`config.mk`:
```
export PLATFORM = sky130hd
export DESIGN_NAME = tcb_timer_top
export DESIGN_NICKNAME = d
export VERILOG_FILES = /design/src/tcb_pkg.sv /design/src/tcb_edge_det.sv /design/src/tcb_timer_top.sv
export VERILOG_INCLUDE_DIRS = /design/src
export SDC_FILE = /design/constraint.sdc
export NUM_CORES = 1
export LEC_CHECK = 0
export BUFFER_PORTS_ARGS = -buffer_cell sky130_fd_sc_hd__buf_2
export CORE_UTILIZATION = 45
export CTS_CLUSTER_DIAMETER = 40
export DETAILED_ROUTE_END_ITERATION = 10
export SLEW_MARGIN = 20
export SYNTH_ARGS = -nofsm -noshare
export SYNTH_HDL_FRONTEND = slang
export SYNTH_SLANG_ARGS = --single-unit
```
`constraint.sdc`:
```
create_clock -name clk_in -period 2.1 [get_ports clk_in]
set_input_delay 0.105 -clock clk_in [delete_from_list [all_inputs] [get_ports clk_in]]
set_output_delay 0.105 -clock clk_in [all_outputs]
set_load 0.02 [all_outputs]
```
`src/tcb_consts.svh`:
```
`ifndef TCB_CONSTS_SVH
`define TCB_CONSTS_SVH

// ----------------------------------------------------------------
// register offsets
// ----------------------------------------------------------------
`define TCB_ADDR_FIRST_CNT 8'h10
`define TCB_ADDR_SECOND_CNT 8'h11
`define TCB_ADDR_FIRST_PER 8'h12
`define TCB_ADDR_SECOND_PER 8'h13
`define TCB_ADDR_WIDE_LO 8'h14
`define TCB_ADDR_WIDE_HI 8'h15
`define TCB_ADDR_CTRL 8'h16
`define TCB_ADDR_CTRL2 8'h17
`define TCB_ADDR_PCA_LO 8'h18
`define TCB_ADDR_PCA_HI 8'h19
`define TCB_ADDR_CAPB_LO 8'h1a
`define TCB_ADDR_CAPB_HI 8'h1b
`define TCB_ADDR_STATUS 8'h1c
`define TCB_ADDR_MASK 8'h1d

// ----------------------------------------------------------------
// field positions and reset values
// ----------------------------------------------------------------
`define TCB_CTRL_FIRST_SRC 0
`define TCB_CTRL_SECOND_SRC 1
`define TCB_CTRL_WIDE_SRC 2
`define TCB_CTRL_CASCADE 3
`define TCB_CTRL_CAPA_LSB 4
`define TCB_CTRL_CAPB_LSB 6
`define TCB_CTRL2_SEL 0
`define TCB_CTRL2_OVR_LSB 4
`define TCB_ST_FIRST 0
`define TCB_ST_SECOND 1
`define TCB_ST_WIDE 2
`define TCB_ST_CAPA 3
`define TCB_ST_CAPB 4
`define TCB_ST_W 5
`define TCB_CTRL_RST 8'h00
`define TCB_PER8_RST 8'hff
`define TCB_PER16_RST 16'hffff
`define TCB_PRE_LAST4 4'h3
`define TCB_PRE_LAST16 4'hf

`endif

```
`src/tcb_pkg.sv`:
```
package tcb_pkg;

	typedef enum logic [1:0]
	{
		TCB_EDGE_FALL = 2'b00,
		TCB_EDGE_RISE = 2'b01,
		TCB_EDGE_RISE4 = 2'b10,
		TCB_EDGE_RISE16 = 2'b11
	} tcb_edge_mode_t;

endpackage : tcb_pkg

```
`src/tcb_edge_det.sv`:
```
`timescale 1ns/1ps
`default_nettype none
`include "tcb_consts.svh"

module tcb_edge_det
(
	input wire logic clk_in,
	input wire logic nrst_in,
	input wire logic pin_in,
	input wire logic [1:0] mode_in,
	output logic event_out
);

	// ----------------------------------------------------------------
	// synchroniser and edge detect
	// ----------------------------------------------------------------
	logic meta_reg;
	logic sync_reg;
	logic prev_reg;
	logic [3:0] pre_reg;
	logic rise;
	logic fall;
	tcb_pkg::tcb_edge_mode_t mode;

	always_ff @(posedge clk_in or negedge nrst_in)
	begin
		// pins idle high: a low reset value would fake a rising edge
		// after reset and nudge the prescaler one step ahead
		if (!nrst_in)
		begin
			meta_reg <= 1'b1;
			sync_reg <= 1'b1;
			prev_reg <= 1'b1;
		end
		else
		begin
			meta_reg <= pin_in;
			sync_reg <= meta_reg;
			prev_reg <= sync_reg;
		end
	end

	assign rise = sync_reg & ~prev_reg;
	assign fall = prev_reg & ~sync_reg;

	// ----------------------------------------------------------------
	// prescaler
	// ----------------------------------------------------------------
	// a mode change leaves the count alone, so the first event after
	// a change may come early
	always_ff @(posedge clk_in or negedge nrst_in)
	begin
		if (!nrst_in)
			pre_reg <= 4'h0;
		else if (rise)
			pre_reg <= pre_reg + 4'h1;
	end

	always_comb
	begin
		mode = tcb_pkg::tcb_edge_mode_t'(mode_in);
		unique case (mode)
			tcb_pkg::TCB_EDGE_FALL: event_out = fall;
			tcb_pkg::TCB_EDGE_RISE: event_out = rise;
			tcb_pkg::TCB_EDGE_RISE4:
				event_out = rise & (pre_reg[1:0] == `TCB_PRE_LAST4);
			tcb_pkg::TCB_EDGE_RISE16:
				event_out = rise & (pre_reg == `TCB_PRE_LAST16);
		endcase
	end

endmodule : tcb_edge_det
`default_nettype wire

```
`src/tcb_timer_top.sv`:
```
// Functional notes
// two independent 8-bit up timers, each with period and overflow flag.
// timers count internal clock, or falling edges of shared clock pin.
// control bit 0 picks first timer source: 1 pin, 0 internal.
// control bit 1 picks second timer source: 1 pin, 0 internal.
// control bit 2 picks wide timer source: own pin or internal.
// control bit 3 cascades both 8-bit timers into one 16-bit timer.
// wide timer is 16 bits, read and written as two bytes.
// shared pair is wide period register or first capture register.
// second capture has own pair; both capture the wide count.
// control bits 7-6 pick second capture edge: fall, rise, 4th, 16th.
// control bits 5-4 pick first capture edge, same encoding.
// wide timer source is software selectable, internal or pin.
// in period mode wide timer wraps at period and sets its flag.
// with select bit clear, first capture is off and never flags.
// event on unread capture keeps it, sets pending overrun, shown later.
// edge mode change keeps prescaler; only reset clears it.
// timers wrap to zero after matching period and set overflow flag.
// external inputs are synchronised before edges are detected.
//
// The address-and-strobe port was decided locally.
`timescale 1ns/1ps
`default_nettype none
`include "tcb_consts.svh"

module tcb_timer_top
(
	input wire logic clk_in,
	input wire logic nrst_in,
	input wire logic [7:0] addr_in,
	input wire logic [7:0] wdata_in,
	input wire logic wr_in,
	input wire logic rd_in,
	output logic [7:0] rdata_out,
	input wire logic shared_ext_clock_pin_in,
	input wire logic wide_ext_clock_pin_in,
	input wire logic [1:0] cap_pin_in,
	output logic irq_out
);

	// ----------------------------------------------------------------
	// registers
	// ----------------------------------------------------------------
	logic [7:0] ctrl_reg;
	logic sel_reg;
	logic [7:0] first_cnt_reg;
	logic [7:0] second_cnt_reg;
	logic [7:0] first_per_reg;
	logic [7:0] second_per_reg;
	logic [15:0] wide_cnt_reg;
	logic [15:0] pc_reg [0:1];
	logic [1:0] full_reg;
	logic [1:0] pend_reg;
	logic [1:0] ovr_reg;
	logic [1:0] lo_rd_reg;
	logic [1:0] hi_rd_reg;
	logic [`TCB_ST_W-1:0] status_reg;
	logic [`TCB_ST_W-1:0] mask_reg;
	logic [`TCB_ST_W-1:0] status_next;
	logic [`TCB_ST_W-1:0] ev;
	logic [7:0] rdata_reg;
	logic [7:0] rdata_next;

	logic shared_fall;
	logic wide_fall;
	logic first_tick;
	logic second_tick;
	logic wide_tick;
	logic cascade;
	logic first_hit;
	logic second_hit;
	logic casc_hit;
	logic wide_hit;
	logic wide_top;
	logic [1:0] cap_ev;
	logic [1:0] cap_take;
	logic [1:0] cap_done;

	// ----------------------------------------------------------------
	// clock sources
	// ----------------------------------------------------------------
	// clk_in is the instruction clock, already a quarter of the oscillator
	tcb_edge_det u_shared_clk
	(
		.clk_in(clk_in),
		.nrst_in(nrst_in),
		.pin_in(shared_ext_clock_pin_in),
		.mode_in(tcb_pkg::TCB_EDGE_FALL),
		.event_out(shared_fall)
	);

	tcb_edge_det u_wide_clk
	(
		.clk_in(clk_in),
		.nrst_in(nrst_in),
		.pin_in(wide_ext_clock_pin_in),
		.mode_in(tcb_pkg::TCB_EDGE_FALL),
		.event_out(wide_fall)
	);

	assign first_tick = ctrl_reg[`TCB_CTRL_FIRST_SRC] ? shared_fall : 1'b1;
	assign second_tick = ctrl_reg[`TCB_CTRL_SECOND_SRC] ? shared_fall : 1'b1;
	assign wide_tick = ctrl_reg[`TCB_CTRL_WIDE_SRC] ? wide_fall : 1'b1;
	assign cascade = ctrl_reg[`TCB_CTRL_CASCADE];

	// ----------------------------------------------------------------
	// control registers
	// ----------------------------------------------------------------
	always_ff @(posedge clk_in or negedge nrst_in)
	begin
		if (!nrst_in)
		begin
			ctrl_reg <= `TCB_CTRL_RST;
			sel_reg <= 1'b0;
			mask_reg <= '0;
			first_per_reg <= `TCB_PER8_RST;
			second_per_reg <= `TCB_PER8_RST;
		end
		else if (wr_in)
		begin
			if (addr_in == `TCB_ADDR_CTRL)
				ctrl_reg <= wdata_in;
			if (addr_in == `TCB_ADDR_CTRL2)
				sel_reg <= wdata_in[`TCB_CTRL2_SEL];
			if (addr_in == `TCB_ADDR_MASK)
				mask_reg <= wdata_in[`TCB_ST_W-1:0];
			if (addr_in == `TCB_ADDR_FIRST_PER)
				first_per_reg <= wdata_in;
			if (addr_in == `TCB_ADDR_SECOND_PER)
				second_per_reg <= wdata_in;
		end
	end

	// ----------------------------------------------------------------
	// 8-bit timers and cascade
	// ----------------------------------------------------------------
	assign first_hit = first_cnt_reg == first_per_reg;
	assign second_hit = second_cnt_reg == second_per_reg;
	assign casc_hit = first_hit & second_hit;

	always_ff @(posedge clk_in or negedge nrst_in)
	begin
		if (!nrst_in)
			first_cnt_reg <= 8'h00;
		else if (wr_in && addr_in == `TCB_ADDR_FIRST_CNT)
			first_cnt_reg <= wdata_in;
		else if (first_tick)
		begin
			if (cascade ? casc_hit : first_hit)
				first_cnt_reg <= 8'h00;
			else
				first_cnt_reg <= first_cnt_reg + 8'h01;
		end
	end

	// in cascade mode the high half follows the first timer's source
	always_ff @(posedge clk_in or negedge nrst_in)
	begin
		if (!nrst_in)
			second_cnt_reg <= 8'h00;
		else if (wr_in && addr_in == `TCB_ADDR_SECOND_CNT)
			second_cnt_reg <= wdata_in;
		else if (cascade)
		begin
			if (first_tick && casc_hit)
				second_cnt_reg <= 8'h00;
			else if (first_tick && first_cnt_reg == 8'hff)
				second_cnt_reg <= second_cnt_reg + 8'h01;
		end
		else if (second_tick)
		begin
			if (second_hit)
				second_cnt_reg <= 8'h00;
			else
				second_cnt_reg <= second_cnt_reg + 8'h01;
		end
	end

	// ----------------------------------------------------------------
	// wide timer
	// ----------------------------------------------------------------
	assign wide_hit = wide_cnt_reg == pc_reg[0];
	assign wide_top = wide_cnt_reg == 16'hffff;

	// a byte write wins over a tick; the other byte is left as it was
	always_ff @(posedge clk_in or negedge nrst_in)
	begin
		if (!nrst_in)
			wide_cnt_reg <= 16'h0000;
		else if (wr_in && addr_in == `TCB_ADDR_WIDE_LO)
			wide_cnt_reg[7:0] <= wdata_in;
		else if (wr_in && addr_in == `TCB_ADDR_WIDE_HI)
			wide_cnt_reg[15:8] <= wdata_in;
		else if (wide_tick)
		begin
			if (!sel_reg && wide_hit)
				wide_cnt_reg <= 16'h0000;
			else
				wide_cnt_reg <= wide_cnt_reg + 16'h0001;
		end
	end

	// ----------------------------------------------------------------
	// captures
	// ----------------------------------------------------------------
	genvar ch;
	generate
		for (ch = 0; ch < 2; ch++)
		begin : g_cap
			localparam logic [7:0] LO = (ch == 0) ? `TCB_ADDR_PCA_LO :
				`TCB_ADDR_CAPB_LO;
			localparam logic [7:0] HI = (ch == 0) ? `TCB_ADDR_PCA_HI :
				`TCB_ADDR_CAPB_HI;
			localparam int MSB = (ch == 0) ? `TCB_CTRL_CAPA_LSB + 1 :
				`TCB_CTRL_CAPB_LSB + 1;
			logic active;
			logic rd_lo;
			logic rd_hi;

			tcb_edge_det u_cap
			(
				.clk_in(clk_in),
				.nrst_in(nrst_in),
				.pin_in(cap_pin_in[ch]),
				.mode_in(ctrl_reg[MSB -: 2]),
				.event_out(cap_ev[ch])
			);

			assign active = (ch == 0) ? sel_reg : 1'b1;
			assign rd_lo = active && rd_in && addr_in == LO;
			assign rd_hi = active && rd_in && addr_in == HI;
			assign cap_done[ch] = full_reg[ch] && (lo_rd_reg[ch] || rd_lo) &&
				(hi_rd_reg[ch] || rd_hi);
			// completing the read frees the slot in the same cycle
			assign cap_take[ch] = active && cap_ev[ch] &&
				(!full_reg[ch] || cap_done[ch]);

			always_ff @(posedge clk_in or negedge nrst_in)
			begin
				if (!nrst_in)
					pc_reg[ch] <= `TCB_PER16_RST;
				else if (cap_take[ch])
					pc_reg[ch] <= wide_cnt_reg;
				else if (wr_in && addr_in == LO)
					pc_reg[ch][7:0] <= wdata_in;
				else if (wr_in && addr_in == HI)
					pc_reg[ch][15:8] <= wdata_in;
			end

			always_ff @(posedge clk_in or negedge nrst_in)
			begin
				if (!nrst_in)
				begin
					full_reg[ch] <= 1'b0;
					lo_rd_reg[ch] <= 1'b0;
					hi_rd_reg[ch] <= 1'b0;
				end
				else if (cap_done[ch] || cap_take[ch])
				begin
					full_reg[ch] <= cap_take[ch];
					lo_rd_reg[ch] <= 1'b0;
					hi_rd_reg[ch] <= 1'b0;
				end
				else if (full_reg[ch])
				begin
					lo_rd_reg[ch] <= lo_rd_reg[ch] | rd_lo;
					hi_rd_reg[ch] <= hi_rd_reg[ch] | rd_hi;
				end
			end

			// pending bit moves to the visible flag when both bytes are read
			always_ff @(posedge clk_in or negedge nrst_in)
			begin
				if (!nrst_in)
				begin
					pend_reg[ch] <= 1'b0;
					ovr_reg[ch] <= 1'b0;
				end
				else if (cap_done[ch])
				begin
					pend_reg[ch] <= 1'b0;
					ovr_reg[ch] <= pend_reg[ch];
				end
				else if (active && cap_ev[ch] && full_reg[ch])
					pend_reg[ch] <= 1'b1;
			end
		end
	endgenerate

	// ----------------------------------------------------------------
	// interrupt status
	// ----------------------------------------------------------------
	always_comb
	begin
		ev = '0;
		ev[`TCB_ST_FIRST] = first_tick && (cascade ? casc_hit : first_hit);
		ev[`TCB_ST_SECOND] = !cascade && second_tick && second_hit;
		ev[`TCB_ST_WIDE] = wide_tick && (sel_reg ? wide_top : wide_hit);
		ev[`TCB_ST_CAPA] = cap_take[0];
		ev[`TCB_ST_CAPB] = cap_take[1];
		status_next = status_reg;
		if (rd_in && addr_in == `TCB_ADDR_STATUS)
			status_next = '0;
		status_next = status_next | ev;
	end

	always_ff @(posedge clk_in or negedge nrst_in)
	begin
		if (!nrst_in)
			status_reg <= '0;
		else
			status_reg <= status_next;
	end

	assign irq_out = |(status_reg & mask_reg);

	// ----------------------------------------------------------------
	// read port
	// ----------------------------------------------------------------
	always_comb
	begin
		rdata_next = 8'h00;
		unique case (addr_in)
			`TCB_ADDR_FIRST_CNT: rdata_next = first_cnt_reg;
			`TCB_ADDR_SECOND_CNT: rdata_next = second_cnt_reg;
			`TCB_ADDR_FIRST_PER: rdata_next = first_per_reg;
			`TCB_ADDR_SECOND_PER: rdata_next = second_per_reg;
			`TCB_ADDR_WIDE_LO: rdata_next = wide_cnt_reg[7:0];
			`TCB_ADDR_WIDE_HI: rdata_next = wide_cnt_reg[15:8];
			`TCB_ADDR_CTRL: rdata_next = ctrl_reg;
			`TCB_ADDR_CTRL2:
			begin
				rdata_next[`TCB_CTRL2_SEL] = sel_reg;
				rdata_next[`TCB_CTRL2_OVR_LSB +: 2] = ovr_reg;
			end
			`TCB_ADDR_PCA_LO: rdata_next = pc_reg[0][7:0];
			`TCB_ADDR_PCA_HI: rdata_next = pc_reg[0][15:8];
			`TCB_ADDR_CAPB_LO: rdata_next = pc_reg[1][7:0];
			`TCB_ADDR_CAPB_HI: rdata_next = pc_reg[1][15:8];
			`TCB_ADDR_STATUS: rdata_next[`TCB_ST_W-1:0] = status_reg;
			`TCB_ADDR_MASK: rdata_next[`TCB_ST_W-1:0] = mask_reg;
			default: rdata_next = 8'h00;
		endcase
	end

	always_ff @(posedge clk_in or negedge nrst_in)
	begin
		if (!nrst_in)
			rdata_reg <= 8'h00;
		else if (rd_in)
			rdata_reg <= rdata_next;
		else
			rdata_reg <= 8'h00;
	end

	assign rdata_out = rdata_reg;
endmodule : tcb_timer_top
`default_nettype wire

```
==> results.md, run 1 <==
* Hold Path Class: input port to flip-flop
* Pin count of the biggest net entering global routing at 57
* CP endpoint kind: flip-flop
* Synth Warn # at 0
* Area leader, netlist: dfrtp_1
* TNS Setup at 0 ns
* Final Hold Viols at 0
* Iteration-0 DRC Markers at 511
* DR DRC count at 0
* Count leader, synth: nand2_1
* Area Overhead vs Synth at 25.3%
* Clock Latency Late Sink at 0.44 ns
* Non-Filler Instances at 1140
* CTS Buffer Depth at 2
* Placer congestion estimate at 0.916
* Crit path DAT at 2.38 ns
* Flops & latches, synth at 137
* Post-Syn Area at 7890 um2
* Skew final at 0.0103 ns
* Grt total ovfl at 0
* Crit path top cell by count: buf_4
* Layout cells sized above 1 at 0.387
* CP Class: flip-flop to flip-flop
* Post-synthesis simple-gate area fraction at 0.152
* Reg clk slew, reported paths at 0.07 ns
* Worst hold slack at 0.0592 ns
* Num CTS Buffers at 17
* Post-DR wirelength/cell at 22.6 um
* H-tree depth at 4
* Max Freq at 0.479 GHz
* Most frequent cells after synthesis: 81 x nand2_1, 77 x dfrtp_1, 60 x dfstp_2, 60 x mux2_2, 51 x o21ai_0
* Worst r2r path cells at 8
* WP buf/inv at 2
* First-pass GRT wire length at 40.7 mm
* Number of distinct library cells after synthesis at 67
* Total track usage at 0.305
* RSZ-0062 raised after global routing: true
* Syn avg cell area at 10.1 um2
* CTS tree: built
* Post-synth EDFFs at 0
* Max reg flops at 32
* Total power at 9.86 mW
* Place WS at -0.174 ns
* Static Leak at 4.18 nW
* Rel. slew slack at 0.463
* Reg-to-reg slack, setup at 0.01 ns
* IO Pins at 33
* Sequential area share after synthesis at 0.444
* Post-DP HPWL at 19.2 mm
* Crit Path Max Fanout at 3
* Area after DPL at 9070 um2
* Ant diodes at 0
* Maximum VDD drop at 580 uV
* Compound-gate portion of the synthesized area at 0.160
* Syn nets at 811
* Placed cell count at 1099
* Minimum clock period at 2.09 ns
* Levels on crit path at 8
* XOR/XNOR share of the synthesized area at 0.0422
* Chip Height at 134 um
* Port bufs at 32
* Worst path max stage delay at 0.57 ns
* Final nets at 931
* Max Slew Vio Count at 0
* Core area at 17200 um2
* Post-synth ARST share at 1.00
* Core Util, Final at 0.574
* Top area cells in the synthesized netlist: dfrtp_1 24%, dfstp_2 20%, mux2_2 8.6%, mux2i_1 4.7%, nand2_1 3.9%
* Starting Density at 0.458
* Share of the synthesized area in the top cell type at 0.244
* Row cnt at 48
* 1st-pass router iterations at 6
* Antenna violations before repair at 0
* Setup ws final at 0.0135 ns
* Crit path required time at 2.39 ns
* Die W at 134 um
* Clk sinks at 137
* Mean number of vias per cell at 6.05
* Antenna Violating Nets Remaining at 0
* Critical-path top delay cell: dfstp_2
* Main synth FF type: dfrtp_1
* Vias in the first global route at 7035
* Area of the die at 18100 um2
* Adder-Cell Fraction of Synth Area at 0.00793
* Largest family of logic cells by synthesized area: compound AO/OA/AOI/OAI gates
* Max Cap Violations at 0
* Crit-path leading delay family: simple AND/OR/NAND/NOR gates
* Root Buffer: clkbuf_16
* Mux share of post-synthesis cell area at 0.155
* Tcrit/Tclk final at 0.994
* Crit path cell chain: xor2_2, nor4_2, buf_4, and2_4, nand4_1, buf_4, a2bb2oi_1, o311ai_1
* Status: finished, final reports clean
* Power Density at 997 nW/um2
* Routed WL at 25.8 mm
* CP startpoint kind: flip-flop
* Slew @ Worst Pin at 0.783 ns
* Hold Path Stages at 3
* Final non-filler cell area at 9890 um2
* Final setup violation count at 0
* Post-Syn Instances at 782
* Via Count at 6895
-- worst min-delay path: cells and delay by family --
| kind | cells | cell delay [ns] |
|---|---|---|
| simple gates | 1 | 0.12 |
| buf+inv | 1 | 0.16 |
| compound gates | 1 | 0.05 |
-- final timing paths --
| check | start | endpoint |
|---|---|---|
| setup / recovery | first_per_reg[4] | second_cnt_reg[5] |
| hold / removal | rd_in | rdata_out[2] |
| setup reg to reg | first_per_reg[4] | second_cnt_reg[5] |
| hold reg to reg | u_wide_clk.meta_reg | u_wide_clk.sync_reg |
| max in group asynchronous | nrst_in | pc_reg[12] |
| min in group asynchronous | nrst_in | g_cap[1].u_cap.pre_reg[1] |
-- layout make-up --
type | instances | area [um2]
Timing Repair Buffer | 160 | 1220
Sequential cell | 137 | 3510
Fill cell | 1485 | 7350
Tap cell | 225 | 282
Clock buffer | 17 | 425
Multi-Input combinational cell | 571 | 4240
Inverter | 15 | 56.3
Clock inverter | 15 | 156
-- layout by cell type, fill, tap and decap left out, types with 9 or more instances in the layout --
master,n
xnor2_1,27
nand2_1,80
nand3_1,31
o21ai_0,50
a31oi_1,10
a22oi_1,22
mux2i_1,37
and3_1,14
inv_1,15
nand4_1,17
dfstp_2,60
nor2_1,26
buf_2,31
buf_4,115
dfrtp_1,75
mux2_2,60
clkbuf_16,17
a21oi_1,22
nor2b_1,9
-- metal layers --
metal	wire, um	GRT usage	vias up
met2	12400	0.497	262
met4	1190	0.147	0
met1	10800	0.384	3411
li1	-	-	3138
met3	1460	0.0650	84
met5	0	0	-
-- power breakdown --
group / internal (mW) / total, mW / switching (mW)
registers: 3.33 / 3.87 / 0.548
logic: 1.43 / 2.99 / 1.56
clock network: 1.68 / 2.99 / 1.32
total: 6.44 / 9.86 / 3.42
-- logic make-up after synthesis --
family | after synthesis
AOI/OAI and AO/OA | 186
xor gates and xnor gates | 38
and+or+nand+nor | 236
buffers and inverters | 74
muxes | 106
adders and majority gates | 5
DFF | 137
-- timing repair --
action / CTS / global route
pin swaps: 2 / 5
hold buffers: 5 / 0
endpoints found under the setup margin: 15 / 26
resized for setup: 2 / 34
hold endpoints to repair: 84 / 0
buffers inserted: 2 / 2
Power figures use the tool's default switching activity.
==> run 2: changes to the inputs <==
--- a/config.mk
+++ b/config.mk
@@ -10,6 +10,7 @@
 export CORE_UTILIZATION = 45
 export CTS_CLUSTER_DIAMETER = 40
 export DETAILED_ROUTE_END_ITERATION = 10
+export GPL_TIMING_DRIVEN = 0
 export SLEW_MARGIN = 20
 export SYNTH_ARGS = -nofsm -noshare
 export SYNTH_HDL_FRONTEND = slang
==> run 2 against run 1 <==
Effect of this change:
- routed wire length grew 3.0%
- design area shrank 1.5%
- worst setup slack gained 0.029 ns
- critical path type unchanged
- register-to-register slack gained 0.03 ns
- via count shrank 0.68%
- largest power group unchanged
- final cell count shrank 3.6%
- worst hold slack lost 0.030 ns
- critical endpoint is now second_cnt_reg[0]
- critical path depth shrank 2
- sequential power grew 7.8%
==> results.md, run 2 (same netlist as run 1, synthesis figures left out) <==
* Part of the power in registers at 0.419 (+0.026)
* Clock Latency Late Sink at 0.43 ns (about the same)
* Max Slew Vio Count at 0 (unchanged)
* Crit path required time at 2.41 ns (+0.02 ns)
* Ant diodes at 0 (unchanged)
* Die W at 134 um (unchanged)
* Root Buffer: clkbuf_16
* Fillers at 1492 (+0.47%)
* Combinational power share at 0.268 (-0.035)
* CP endpoint kind: flip-flop
* Max Freq at 0.486 GHz (+1.4%)
* Crit path DAT at 2.37 ns (about the same)
* Iteration-0 DRC Markers at 599 (+17%)
* Area after DPL at 8360 um2 (-7.9%)
* Rel. slew slack at 0.376 (-0.0874)
* Port bufs at 29 (-9.4%)
* Final nets at 890 (-4.4%)
* Via Count at 6848 (-0.68%)
* WL met3 at 1.64 mm (+12%)
* M1 wire length at 11.3 mm (+5.0%)
* Non-Filler Instances at 1099 (-3.6%)
* Most common cell after layout, fill and taps aside: nand2_1
* RSZ-0062 raised after global routing: true
* Grt total ovfl at 0 (unchanged)
* Total power at 9.94 mW (+0.85%)
* Antenna Violating Nets Remaining at 0 (unchanged)
* Place WS at -0.939 ns (-0.766 ns)
* H-tree depth at 4 (unchanged)
* Most frequent cells in the layout: 78 x nand2_1, 62 x dfrtp_1, 60 x dfstp_2, 58 x mux2_2, 45 x o21ai_0
* Chip Height at 134 um (unchanged)
* Layout cells sized above 1 at 0.373 (-0.0139)
* Status: finished, final reports clean
* Register area at 3520 um2 (+0.46%)
* Final setup violation count at 0 (unchanged)
* CP startpoint kind: flip-flop
* Power Density at 1020 nW/um2 (+2.4%)
* First-pass GRT wire length at 40.1 mm (-1.5%)
* Switch Pwr at 3.39 mW (-0.84%)
* Slew @ Worst Pin at 0.936 ns (+0.153 ns)
* Total track usage at 0.301 (-0.00362)
* Final Hold Viols at 0 (unchanged)
* Post-DP HPWL at 18.4 mm (-4.3%)
* Antenna violations before repair at 0 (unchanged)
* IO Pins at 33 (unchanged)
* Hold Path Class: input port to flip-flop
* Maximum VDD drop at 841 uV (+45%)
* Crit. Startpoint: first_per_reg[1]
* Internal cell power at 6.55 mW (+1.8%)
* Max Used Layer: met4
* Crit Path Max Fanout at 3 (unchanged)
* Minimum clock period at 2.06 ns (-0.0293 ns)
* Final non-filler cell area at 9740 um2 (-1.5%)
* Clk pwr share at 0.313 (+0.009)
* Placed cell count at 1037 (-5.6%)
* Post-DR wirelength/cell at 24.2 um (+6.9%)
* Area of the die at 18100 um2 (unchanged)
* 1st-pass router iterations at 5 (-1)
* Max reg flops at 32 (unchanged)
* DR DRC count at 0 (unchanged)
* Starting Density at 0.458 (unchanged)
* Pin count of the biggest net entering global routing at 80 (+40%)
* Vias in the first global route at 6707 (-4.7%)
* Setup ws final at 0.0428 ns (+0.0293 ns)
* Num CTS Buffers at 17 (unchanged)
* Area Overhead vs Synth at 23.4%
* Tcrit/Tclk final at 0.980 (-0.0140)
* CP Class: flip-flop to flip-flop
* Clk sinks at 137 (unchanged)
* Routed WL at 26.6 mm (+3.0%)
* Core area at 17200 um2 (unchanged)
* Multi-input gate area at 4490 um2 (+6.0%)
* Placer congestion estimate at 0.985 (+7.6%)
* Worst hold slack at 0.0297 ns (-0.0295 ns)
* Worst reg2reg path startpoint: first_per_reg[1]
* Reg clk slew, reported paths at 0.06 ns (about the same)
* Mean number of vias per cell at 6.23 (+3.0%)
* Row cnt at 48 (unchanged)
* Max Cap Violations at 0 (unchanged)
* Skew final at 0.00578 ns (-0.00448 ns)
* DR WL met2 at 12.6 mm (+1.7%)
* CTS tree: built
* Worst hold start: wdata_in[4]
* CTS Buffer Depth at 2 (unchanged)
* Static Leak at 3.92 nW (-6.3%)
* Switching Fraction at 0.341 (-0.00584)
[run 2: cell count changes in the layout (fill, tap and decap cells not counted), moves of 5 or more]
| cell | previous run | this run |
|---|---|---|
| buf_4 | 115 | 35 |
| dfrtp_1 | 75 | 62 |
| clkbuf_1 | 0 | 25 |
| dfrtp_2 | 2 | 15 |
| o21ai_0 | 50 | 45 |
| buf_2 | 31 | 38 |
[run 2: power groups by stage]
| stage | Sequential (mW) | Clock (mW) | Combinational, mW |
|---|---|---|---|
| after floorplan | 3.73 | 0 | 1.66 |
| after global placement | 3.93 | 0 | 2.17 |
| after detailed placement | 3.96 | 0 | 2.26 |
| after CTS | 4.15 | 3.14 | 2.16 |
| after global routing | 4.22 | 3.25 | 2.88 |
| final | 4.17 | 3.12 | 2.66 |
[run 2: worst max-delay path, cell delays in order, from the launching register on]
cell and delay, ns:
dfstp_2 0.57, xor2_2 0.10, nor4_4 0.36, and2_4 0.21, nand4_1 0.21, nand3_2 0.18, mux2_4 0.32
[run 2: path summary, 6_finish.rpt]
path | cells past startpoint | slack (ns) | to
max | 6 | 0.04 | second_cnt_reg[0]
min reg2reg | 0 | 0.35 | u_shared_clk.sync_reg
min in group asynchronous | 2 | 0.18 | second_cnt_reg[2]
max in group asynchronous | 3 | 1.14 | pc_reg[29]
max reg2reg | 6 | 0.04 | second_cnt_reg[0]
min | 3 | 0.03 | wide_cnt_reg[12]
[run 2: layer usage]
metal | up-vias | GRT usage
met3 | 64 | 0.0582
met5 | - | 0
met2 | 292 | 0.483
met1 | 3444 | 0.398
met4 | 0 | 0.125
li1 | 3048 | -
[run 2: metrics by stage]
stage	util	TNS [ns]
2_1_floorplan	-	0
3_3_place_gp	0.483	-132.98
3_5_place_dp	0.485	-57.92
4_1_cts	0.534	0
5_1_grt	0.565	-0.357
6_report	0.565	0
[run 2: cell type report]
cell class,instances,area share
Buffer,47,0.0256
Clock buffer,18,0.0441
Clock inverter,14,0.0177
Inverter,15,0.00578
Multi-Input combinational cell,571,0.461
Sequential cell,137,0.362
Tap cell,225,0.0289
Timing Repair Buffer,72,0.0550
[run 2: repair_timing]
action	in CTS	in global routing
endpoints found under the setup margin	92	71
cloned	0	1
hold buffers	6	0
pin swaps	6	15
gates resized for setup	49	86
endpoints found under the hold margin	63	0
setup buffers	9	26
